`src/shared/rst_nmi_params.svh`:
```
// offsets, field positions, reset values and keys for the reset/nmi block
`ifndef RST_NMI_PARAMS_SVH
`define RST_NMI_PARAMS_SVH

`define OFS_RCS        8'h00
`define OFS_UNLOCK     8'h10
`define OFS_SOFTWARE_RESET_REQUEST      8'h14
`define OFS_NMI        8'h20
`define OFS_PWR        8'h30
`define OFS_KEY        8'h40

`define RCS_POR        0
`define RCS_BOR        1
`define RCS_IDLE       2
`define RCS_SLEEP      3
`define RCS_WATCHDOG_TIMEOUT_FLAG       4
`define RCS_SWR        6
`define RCS_EXTERNAL_PIN_RESET_FLAG       7
`define RCS_CMR        9
`define RCS_DEEP_SLEEP_FLAG      10
`define RCS_MASK       32'h000006DF
`define RCS_RESET      32'h00000003

`define NMI_WATCHDOG_TIMEOUT_FLAG       24
`define NMI_SOFTWARE_NMI_TRIGGER      23
`define NMI_GENERAL_NMI_FLAG       19
`define NMI_VOLTAGE_DETECT_NMI_FLAG       18
`define NMI_CF         17
`define NMI_SLEEP_WATCHDOG_FLAG       16
`define NMI_CNT_W      16
`define NMI_MASK       32'h018FFFFF
`define NMI_FLAGS      32'h018F0000
`define NMI_RESET      32'h00000000

`define PWR_REGULATOR_STANDBY_ENABLE      0
`define PWR_MASK       32'h00000001
`define PWR_RESET      32'h00000000

`define NMI_KEY        8'h4E
`define UNLOCK_KEY1    32'h0000A5A5
`define UNLOCK_KEY2    32'h00005A5A

`endif

```
`src/shared/rst_nmi_pkg.sv`:
```
// types shared by the reset/nmi block and its bench
`default_nettype none
package rst_nmi_pkg;
  typedef enum logic [1:0] {
    CNT_IDLE = 2'b00,
    CNT_RUN  = 2'b01,
    CNT_FIRE = 2'b11
  } cnt_state_t;
endpackage
`default_nettype wire

```
`src/hw/reset_nmi_status_control.sv`:
```
// reset cause status, nmi control and regulator control behind an avalon-mm slave
//
// What this block does
// - merge all reset sources into one master reset and flag its cause.
// - deep-sleep flag, bit 10, set when the device left deep sleep.
// - config-mismatch flag, bit 9, set on a configuration mismatch reset.
// - external-pin flag, bit 7, set on a master clear pin reset.
// - software-reset flag, bit 6, set when a software reset executes.
// - watchdog time-out flag, bit 4, set on watchdog time-out.
// - wake-from-sleep flag, bit 3, set when device was in sleep.
// - wake-from-idle flag, bit 2, set when device was in idle.
// - brown-out flag, bit 1, set on brown-out; reads 1 after power-on.
// - power-on flag, bit 0, set on power-on; reads 1 after power-on.
// - unimplemented status bits, bits 31 to 11, 8 and 5, read zero.
// - nmi watchdog flag bit 24; writing 1 raises nmi, starts counter.
// - general nmi flag bit 19: event, write of 1, or key 0x4E.
// - voltage-detect nmi flag bit 18 set by low-voltage detection.
// - clock-fail nmi flag set by clock monitor or a write of 1.
// - sleep watchdog flag bit 16; a write of 1 raises nmi, starts no counter.
// - low 16 bits of nmi register hold the counter reload in clocks.
// - reload zero resets the device one clock after the nmi is raised.
// - counter only for watchdog and clock-fail nmi; clearing cancels reset.
// - regulator bit 0: 1 standby in sleep, 0 stays active; resets 0.
//
// The implementer's own choices: the placing of the registers and the Avalon-MM register port.
`timescale 1ns/100ps
`default_nettype none
`include "rst_nmi_params.svh"

module reset_nmi_status_control (
  input  wire logic                    ref_clk,
  input  wire logic                    rst,
  input  wire logic                    ce,
  input  wire logic [7:0]              address,
  input  wire logic                    read,
  input  wire logic                    write,
  input  wire logic [3:0]              byteenable,
  input  wire logic [31:0]             writedata,
  output logic      [31:0]             readdata,
  output logic                         waitrequest,
  input  wire logic                    por_event,
  input  wire logic                    bor_event,
  input  wire logic                    master_clear_pin_n,
  input  wire logic                    config_mismatch_event,
  input  wire logic                    wdt_timeout_event,
  input  wire logic                    wdt_sleep_timeout_event,
  input  wire logic                    deep_sleep_exit_event,
  input  wire logic                    sleep_exit_event,
  input  wire logic                    idle_exit_event,
  input  wire logic                    general_nmi_event,
  input  wire logic                    voltage_detect_event,
  input  wire logic                    clock_fail_event,
  output logic                         master_system_reset,
  output logic                         nmi_request,
  output logic                         regulator_standby_enable,
  output rst_nmi_pkg::cnt_state_t      nmi_counter_state
);
  import rst_nmi_pkg::*;

  function automatic logic [31:0] be_mask(input logic [3:0] be);
    be_mask = {{8{be[3]}}, {8{be[2]}}, {8{be[1]}}, {8{be[0]}}};
  endfunction

  // byte-lane merge of a write, limited to implemented bits
  function automatic logic [31:0] merge(input logic [31:0] old,
                                        input logic [31:0] wd,
                                        input logic [31:0] bm,
                                        input logic [31:0] impl);
    merge = ((old & ~bm) | (wd & bm)) & impl;
  endfunction

  function automatic logic [31:0] at_bit(input int unsigned pos, input logic v);
    at_bit = 32'h0;
    at_bit[pos] = v;
  endfunction

  logic [31:0]              rcs_r;
  logic [31:0]              rcs_nxt;
  logic [31:0]              nmi_r;
  logic [31:0]              nmi_nxt;
  logic [31:0]              pwr_r;
  logic [31:0]              pwr_nxt;
  logic                     wait_r;
  logic [31:0]              rdata_r;
  logic                     master_system_reset_r;
  logic                     nmireq_r;
  cnt_state_t               state_r;
  cnt_state_t               state_nxt;
  logic [`NMI_CNT_W-1:0]    cnt_r;
  logic [`NMI_CNT_W-1:0]    cnt_nxt;
  logic                     key1_ok_r;
  logic                     unlocked_r;
  logic [2:0]               master_clear_pin_sync_r;
  logic                     master_clear_pin_lvl_r;

  // ---------------- bus slave ----------------
  wire        req        = read | write;
  wire        wr_ok      = write & ~wait_r;
  wire [31:0] bm         = be_mask(byteenable);
  wire        sel_rcs    = address == `OFS_RCS;
  wire        sel_unlock = address == `OFS_UNLOCK;
  wire        sel_software_reset_request  = address == `OFS_SOFTWARE_RESET_REQUEST;
  wire        sel_nmi    = address == `OFS_NMI;
  wire        sel_pwr    = address == `OFS_PWR;
  wire        sel_key    = address == `OFS_KEY;
  wire        wr_rcs     = wr_ok & sel_rcs;
  wire        wr_unlock  = wr_ok & sel_unlock & (&byteenable);
  wire        wr_software_reset_request   = wr_ok & sel_software_reset_request;
  wire        wr_nmi     = wr_ok & sel_nmi;
  wire        wr_pwr     = wr_ok & sel_pwr;
  wire        wr_key     = wr_ok & sel_key;

  // unmapped addresses read zero and swallow writes
  wire [31:0] rd_mux =
      sel_rcs    ? (rcs_r & `RCS_MASK) :
      sel_nmi    ? (nmi_r & `NMI_MASK) :
      sel_pwr    ? (pwr_r & `PWR_MASK) :
      sel_unlock ? {31'h0, unlocked_r} :
      32'h0;

  // one wait cycle, then a single answer cycle; back to waiting right after it
  always_ff @(posedge ref_clk) begin
    if (rst) begin
      wait_r  <= 1'b1;
      rdata_r <= 32'h0;
    end else if (ce) begin
      wait_r <= ~(wait_r & req);
      if (wait_r & read)
        rdata_r <= rd_mux;
    end
  end

  assign readdata    = rdata_r;
  assign waitrequest = wait_r;

  // ---------------- master clear pin ----------------
  // the pin is asynchronous: three stages, level accepted when stages 2 and 3 agree
  always_ff @(posedge ref_clk) begin
    if (rst) begin
      master_clear_pin_sync_r <= 3'h7;
      master_clear_pin_lvl_r  <= 1'b1;
    end else if (ce) begin
      master_clear_pin_sync_r <= {master_clear_pin_sync_r[1:0], master_clear_pin_n};
      if (master_clear_pin_sync_r[1] == master_clear_pin_sync_r[2])
        master_clear_pin_lvl_r <= master_clear_pin_sync_r[2];
    end
  end

  wire master_clear_pin_fire = ~master_clear_pin_sync_r[1] & ~master_clear_pin_sync_r[2] & master_clear_pin_lvl_r;

  // ---------------- unlock and software reset ----------------
  // the request is honoured once per two-key sequence; a later full-word unlock write relocks
  wire sw_fire = wr_software_reset_request & unlocked_r & bm[0] & writedata[0];

  always_ff @(posedge ref_clk) begin
    if (rst) begin
      key1_ok_r  <= 1'b0;
      unlocked_r <= 1'b0;
    end else if (ce) begin
      if (wr_unlock) begin
        key1_ok_r  <= writedata == `UNLOCK_KEY1;
        unlocked_r <= key1_ok_r & (writedata == `UNLOCK_KEY2);
      end else if (sw_fire) begin
        unlocked_r <= 1'b0;
      end
    end
  end

  // ---------------- reset cause status ----------------
  wire [31:0] rcs_set =
      at_bit(`RCS_DEEP_SLEEP_FLAG, deep_sleep_exit_event) |
      at_bit(`RCS_CMR,   config_mismatch_event) |
      at_bit(`RCS_EXTERNAL_PIN_RESET_FLAG,  master_clear_pin_fire)             |
      at_bit(`RCS_SWR,   sw_fire)               |
      at_bit(`RCS_WATCHDOG_TIMEOUT_FLAG,  wdt_timeout_event)     |
      at_bit(`RCS_SLEEP, sleep_exit_event)      |
      at_bit(`RCS_IDLE,  idle_exit_event)       |
      at_bit(`RCS_BOR,   bor_event)             |
      at_bit(`RCS_POR,   por_event);

  // a hardware set in the same cycle as a clearing write wins
  assign rcs_nxt = (wr_rcs ? merge(rcs_r, writedata, bm, `RCS_MASK) : rcs_r)
                   | rcs_set;

  // ---------------- nmi control ----------------
  wire sw_wdt  = wr_nmi & bm[`NMI_WATCHDOG_TIMEOUT_FLAG] & writedata[`NMI_WATCHDOG_TIMEOUT_FLAG];
  wire sw_cf   = wr_nmi & bm[`NMI_CF] & writedata[`NMI_CF];
  wire key_hit = wr_key & bm[31] & (writedata[31:24] == `NMI_KEY);

  wire [31:0] nmi_set =
      at_bit(`NMI_WATCHDOG_TIMEOUT_FLAG, wdt_timeout_event)           |
      at_bit(`NMI_GENERAL_NMI_FLAG, general_nmi_event | key_hit) |
      at_bit(`NMI_VOLTAGE_DETECT_NMI_FLAG, voltage_detect_event)        |
      at_bit(`NMI_CF,   clock_fail_event)            |
      at_bit(`NMI_SLEEP_WATCHDOG_FLAG, wdt_sleep_timeout_event);

  // writes of 1 to flag bits are stored and so raise the nmi themselves
  assign nmi_nxt = (wr_nmi ? merge(nmi_r, writedata, bm, `NMI_MASK) : nmi_r)
                   | nmi_set;

  assign pwr_nxt = wr_pwr ? merge(pwr_r, writedata, bm, `PWR_MASK) : pwr_r;

  always_ff @(posedge ref_clk) begin
    if (rst) begin
      rcs_r <= `RCS_RESET;
      nmi_r <= `NMI_RESET;
      pwr_r <= `PWR_RESET;
    end else if (ce) begin
      rcs_r <= rcs_nxt;
      nmi_r <= nmi_nxt;
      pwr_r <= pwr_nxt;
    end
  end

  // ---------------- nmi reset counter ----------------
  // only the watchdog and clock-fail nmis arm it; sleep watchdog does not
  wire cnt_start  = wdt_timeout_event | clock_fail_event | sw_wdt | sw_cf;
  wire nmi_armed  = nmi_r[`NMI_WATCHDOG_TIMEOUT_FLAG] | nmi_r[`NMI_CF];
  wire cnt_expire = (state_r == CNT_RUN) & nmi_armed & (cnt_r == '0);
  wire other_rst  = por_event | bor_event | master_clear_pin_fire | config_mismatch_event
                    | sw_fire;

  always_comb begin
    state_nxt = state_r;
    cnt_nxt   = cnt_r;
    case (state_r)
      CNT_IDLE: begin
        if (cnt_start) begin
          state_nxt = CNT_RUN;
          cnt_nxt   = nmi_nxt[`NMI_CNT_W-1:0];
        end
      end
      CNT_RUN: begin
        if (!nmi_armed)
          state_nxt = CNT_IDLE;
        else if (cnt_r == '0)
          state_nxt = CNT_FIRE;
        else
          cnt_nxt = cnt_r - 1'b1;
      end
      CNT_FIRE: begin
        state_nxt = CNT_IDLE;
      end
      default: begin
        state_nxt = CNT_IDLE;
      end
    endcase
  end

  // reset output is a one-cycle pulse; the flags keep the cause afterwards
  wire master_system_reset_nxt = other_rst | cnt_expire;
  wire nmireq_nxt = |(nmi_nxt & `NMI_FLAGS);

  always_ff @(posedge ref_clk) begin
    if (rst) begin
      state_r  <= CNT_IDLE;
      cnt_r    <= '0;
      master_system_reset_r <= 1'b0;
      nmireq_r <= 1'b0;
    end else if (ce) begin
      state_r  <= state_nxt;
      cnt_r    <= cnt_nxt;
      master_system_reset_r <= master_system_reset_nxt;
      nmireq_r <= nmireq_nxt;
    end
  end

  assign master_system_reset      = master_system_reset_r;
  assign nmi_request              = nmireq_r;
  assign regulator_standby_enable = pwr_r[`PWR_REGULATOR_STANDBY_ENABLE];
  assign nmi_counter_state        = state_r;
endmodule
`default_nettype wire

```
`config.mk`:
```
export PLATFORM = sky130hd
export DESIGN_NAME = reset_nmi_status_control
export DESIGN_NICKNAME = d
export VERILOG_FILES = /design/src/shared/rst_nmi_pkg.sv /design/src/hw/reset_nmi_status_control.sv
export VERILOG_INCLUDE_DIRS = /design/src /design/src/shared
export SDC_FILE = /design/constraint.sdc
export NUM_CORES = 1
export LEC_CHECK = 0
export BUFFER_PORTS_ARGS = -buffer_cell sky130_fd_sc_hd__clkbuf_2
export CORE_AREA = 2 2 72 143
export CTS_CLUSTER_SIZE = 14
export DETAILED_ROUTE_END_ITERATION = 10
export DIE_AREA = 0 0 74 145
export HOLD_SLACK_MARGIN = 0.12
export MAX_ROUTING_LAYER = met4
export PLACE_DENSITY = 0.66
export REMOVE_ABC_BUFFERS = 1
export SLEW_MARGIN = 20
export SYNTH_ARGS = -nofsm -noshare
export SYNTH_HDL_FRONTEND = slang
export SYNTH_SLANG_ARGS = --single-unit
```
`constraint.sdc`:
```
create_clock -name ref_clk -period 3.5 [get_ports ref_clk]
set_clock_uncertainty 0.2 [all_clocks]
set_input_delay 0.175 -clock ref_clk [delete_from_list [all_inputs] [get_ports ref_clk]]
set_output_delay 0.175 -clock ref_clk [all_outputs]
set_load 0.03 [all_outputs]
```
==> metrics.cfg <==
[outcome]
outcome=finished, final reports clean

[yosys]
syn_area_per_cell_sq_um=7.994
synth_cells=532
seq_area_frac_synth=0.3813
synth_enable_flop_cells=0
yosysTopAreaCellShare=0.3813
yosys.area_share.adder=0.008826
async_reset_ff_frac=0
syn_area_sq_mm=0.004253
synth_top_family_by_area=simple AND/OR/NAND/NOR gates
synthXorXnorAreaFrac=0
synth-simple-area-share=0.2674
ys.flop_type=dfxtp_1
yosys-top-cells-area=dfxtp_1 (38%), a21oi_1 (6.6%), nand2_1 (5.9%), mux2i_1 (3.5%), nor2_1 (3.4%)
synth_compound_area_frac=0.2239
synth.yosys.warnings=0
yosys.area.top_type=dfxtp_1
ys_types=58
yosys-mux-area-fraction=0.04854
ys_ff_latch=81

[power_and_ir_drop]
swShare=0.2975
seqPwrFrac=0.412
p_leak_nw=2.166
p_clk_frac=0.407
power_mw=2.383
p_int_mw=1.674
vdd_drop_max_v=0.0002388
p_sw_mw=0.7089
combPwrFrac=0.181
cellPowerDensity_mw_per_mm2=430.0

[layout]
area_growth_pct=30.27
num_antenna_cells=0
nNetsFinal=716
drive_gt1_frac=0.1887

[cts]
cts_root_buffer=clkbuf_16
clk_latency_ns=0.34
htree_levels=3
cts_buffer_depth=2
cts_buffers=9
clock-sinks=81
cts_tree=yes
clkTransAtPathRegs_ns=0.06

[sta]
fin_crit_sh=0.9408
setup_viol=0
period_minus_slack_ns=3.293
fin_setup_tns_ns=0
rsz0062_at_grt=false
setup_ws_ns=0.2074
max_slew_margin=0.3507
worst_slew_pin_slew_ns=0.9740
fmaxAchievable_mhz=303.7
drv_slew=0
finalHoldViolCount=0

[floorplan]
ios=99
dieArea_sq_mm=0.01073
design.core.area_sq_mm=0.009635
die_w_microns=74
rows=51
die_h_microns=145
start_util=0.4414

[critical_path]
worst-setup-path-type=in -> reg
max_stage_delay_ns=0.60
start_kind=input port
critPathMaxFanout=6
crit_arrival_ns=3.32
crit_top_cell=dlygate4sd3_1
worstPathRequired_ns=3.53
critPathSlowestCell=dlygate4sd3_1
endpoint_kind=flop
crit_chain=dlygate4sd3_1 -> clkbuf_2 -> nor4_1 -> dlygate4sd3_1 -> buf_4 -> and4_1 -> and2_0 -> mux2i_1 -> a311oi_1 -> dlygate4sd3_1

[global_routing]
grt_pass1_wl_microns=21730
overflow=0
grt_pass1_vias=4386
antenna_found_initial=0
track_usage=0.2641
grt_max_degree=70

[placed_design]
io_buffers=88
hpwl_microns=9448
pre_cts_slack_ns=0.5640
gp_congestion=0.9152

[flow_run]
drv_cap=0

[drt]
drc=0
wirelength_microns=13350
dr.pass1.iters=5
drtIter0Drc=501
antenna_left=0
avgRoutedWirePerCell_microns=16.92
viasPerCell=5.824
vias=4595

[min_path]
worst_hold_path_type=in -> reg

-- cell type report --
type,instances,area (sq um)
fillers,874,4095
multi-input cells,398,2371
flip-flops and latches,81,1622
repair buffers,150,1033
clock buffers,9,225.2
well taps,132,165.2
clock inverters,7,78.83
inverters,12,45.04
-- registers in the layout, summed over array words and instances (netlist names), named ones only --
register                 count
nmi_r                       22
readdata                    22
cnt_r                       16
rcs_r                        9
master_clear_pin_sync_r      3
nmi_counter_state            2
key1_ok_r                    1
master_clear_pin_lvl_r       1
master_system_reset          1
nmi_request                  1
unlocked_r                   1
waitrequest                  1
-- routing by layer --
| layer | vias up | part of all wire | routed length (microns) | track usage |
|---|---|---|---|---|
| li1 | 2214 | - | - | - |
| met3 | 42 | 0.046 | 619 | 0.03264 |
| met4 | 0 | 0.033 | 445 | 0.1045 |
| met1 | 2165 | 0.39 | 5182 | 0.3049 |
| met2 | 174 | 0.53 | 7099 | 0.4496 |
| met5 | - | 0 | 0 | - |
-- layout by cell type, fill, tap and decap left out, types with 3 or more instances in the layout --
master,instances
clkbuf_2,88
dfxtp_1,81
nand2_1,67
a21oi_1,56
dlygate4sd3_1,51
nor2_1,38
nor3_1,26
nand3_1,25
a211oi_1,16
mux2i_1,15
a221oi_1,13
o21ai_0,12
inv_1,11
buf_4,11
nor4_1,10
o311ai_0,10
conb_1,10
clkbuf_16,9
and3_1,8
or4_1,7
nor2b_1,7
o31ai_1,6
nand4_1,5
o41ai_1,5
mux2_2,5
nand2b_1,4
o211ai_1,4
nor4b_1,3
o311ai_1,3
a311oi_1,3
ha_1,3
clkinvlp_4,3
-- worst paths after layout --
| kind | endpoint | startpoint | slack (ns) | cells past startpoint |
|---|---|---|---|---|
| worst max-delay path | nmi_request$_SDFFE_PP0P_ | address[7] | 0.21 | 10 |
| worst min-delay path | nmi_r[24]$_SDFFE_PP0P_ | writedata[24] | 0.12 | 3 |
| worst max register to register | key1_ok_r$_SDFFE_PP0P_ | waitrequest$_SDFFE_PP1P_ | 0.32 | 6 |
| worst min register to register | readdata[17]$_SDFFE_PP0P_ | readdata[17]$_SDFFE_PP0P_ | 0.25 | 2 |
-- power by group through the flow --
stage,registers (mW),logic (mW),clock network (mW)
2_1_floorplan,1.01,0.201,0
3_3_place_gp,1.00,0.373,0
3_5_place_dp,1.00,0.380,0
4_1_cts,0.981,0.423,0.977
5_1_grt,0.986,0.467,1.01
6_report,0.982,0.431,0.969
-- critical path, delay by kind of cell --
family	cells	cell delay, ns
mux	1	0.29
compound gates	1	0.12
simple gates	3	0.75
buf+inv	5	1.98
-- metrics by stage --
step	area (sq um)	hold WS (ns)	utilization	std cells
3_3_place_gp	4726	0.1939	0.4905	722
4_1_cts	5540	0.1242	0.5750	789
6_report	5540	0.1190	0.5750	789
5_1_grt	5540	0.1580	0.5750	789
3_5_place_dp	4726	0.1997	0.4905	722
2_1_floorplan	4038	0.04407	-	491
-- Yosys cell counts (3+ instances only) --
cell type	instances
nor4_1	10
o311ai_0	10
a311oi_1	3
o41ai_1	5
mux2i_1	15
inv_1	11
a221oi_1	13
nand2_1	67
a211oi_1	16
o211ai_1	4
and3_1	8
ha_1	3
nor2b_1	7
nand3_1	25
nor4b_1	3
or4_1	7
dfxtp_1	81
nor2_1	38
buf_6	3
clkbuf_1	35
o31ai_1	6
a21oi_1	56
nor3_1	26
buf_4	10
o311ai_1	3
nand4_1	5
mux2_2	5
nand2b_1	4
o21ai_0	12
-- kinds of logic (layout without fill, tap and decap cells) --
kind of cell,Yosys count,count (layout)
adders and majority gates,3,3
AOI/OAI and AO/OA,142,142
muxes,20,20
buffers and inverters,62,178
DFF,81,81
and+or+nand+nor,223,223
other,1,10
-- timing repair --
action | 4_1_cts | 5_1_grt
buffers inserted | 0 | 0
hold endpoints to repair | 39 | 0
hold buffers | 51 | 0
resized for setup | 0 | 0
No activity file was read; power rests on OpenSTA's default activity.
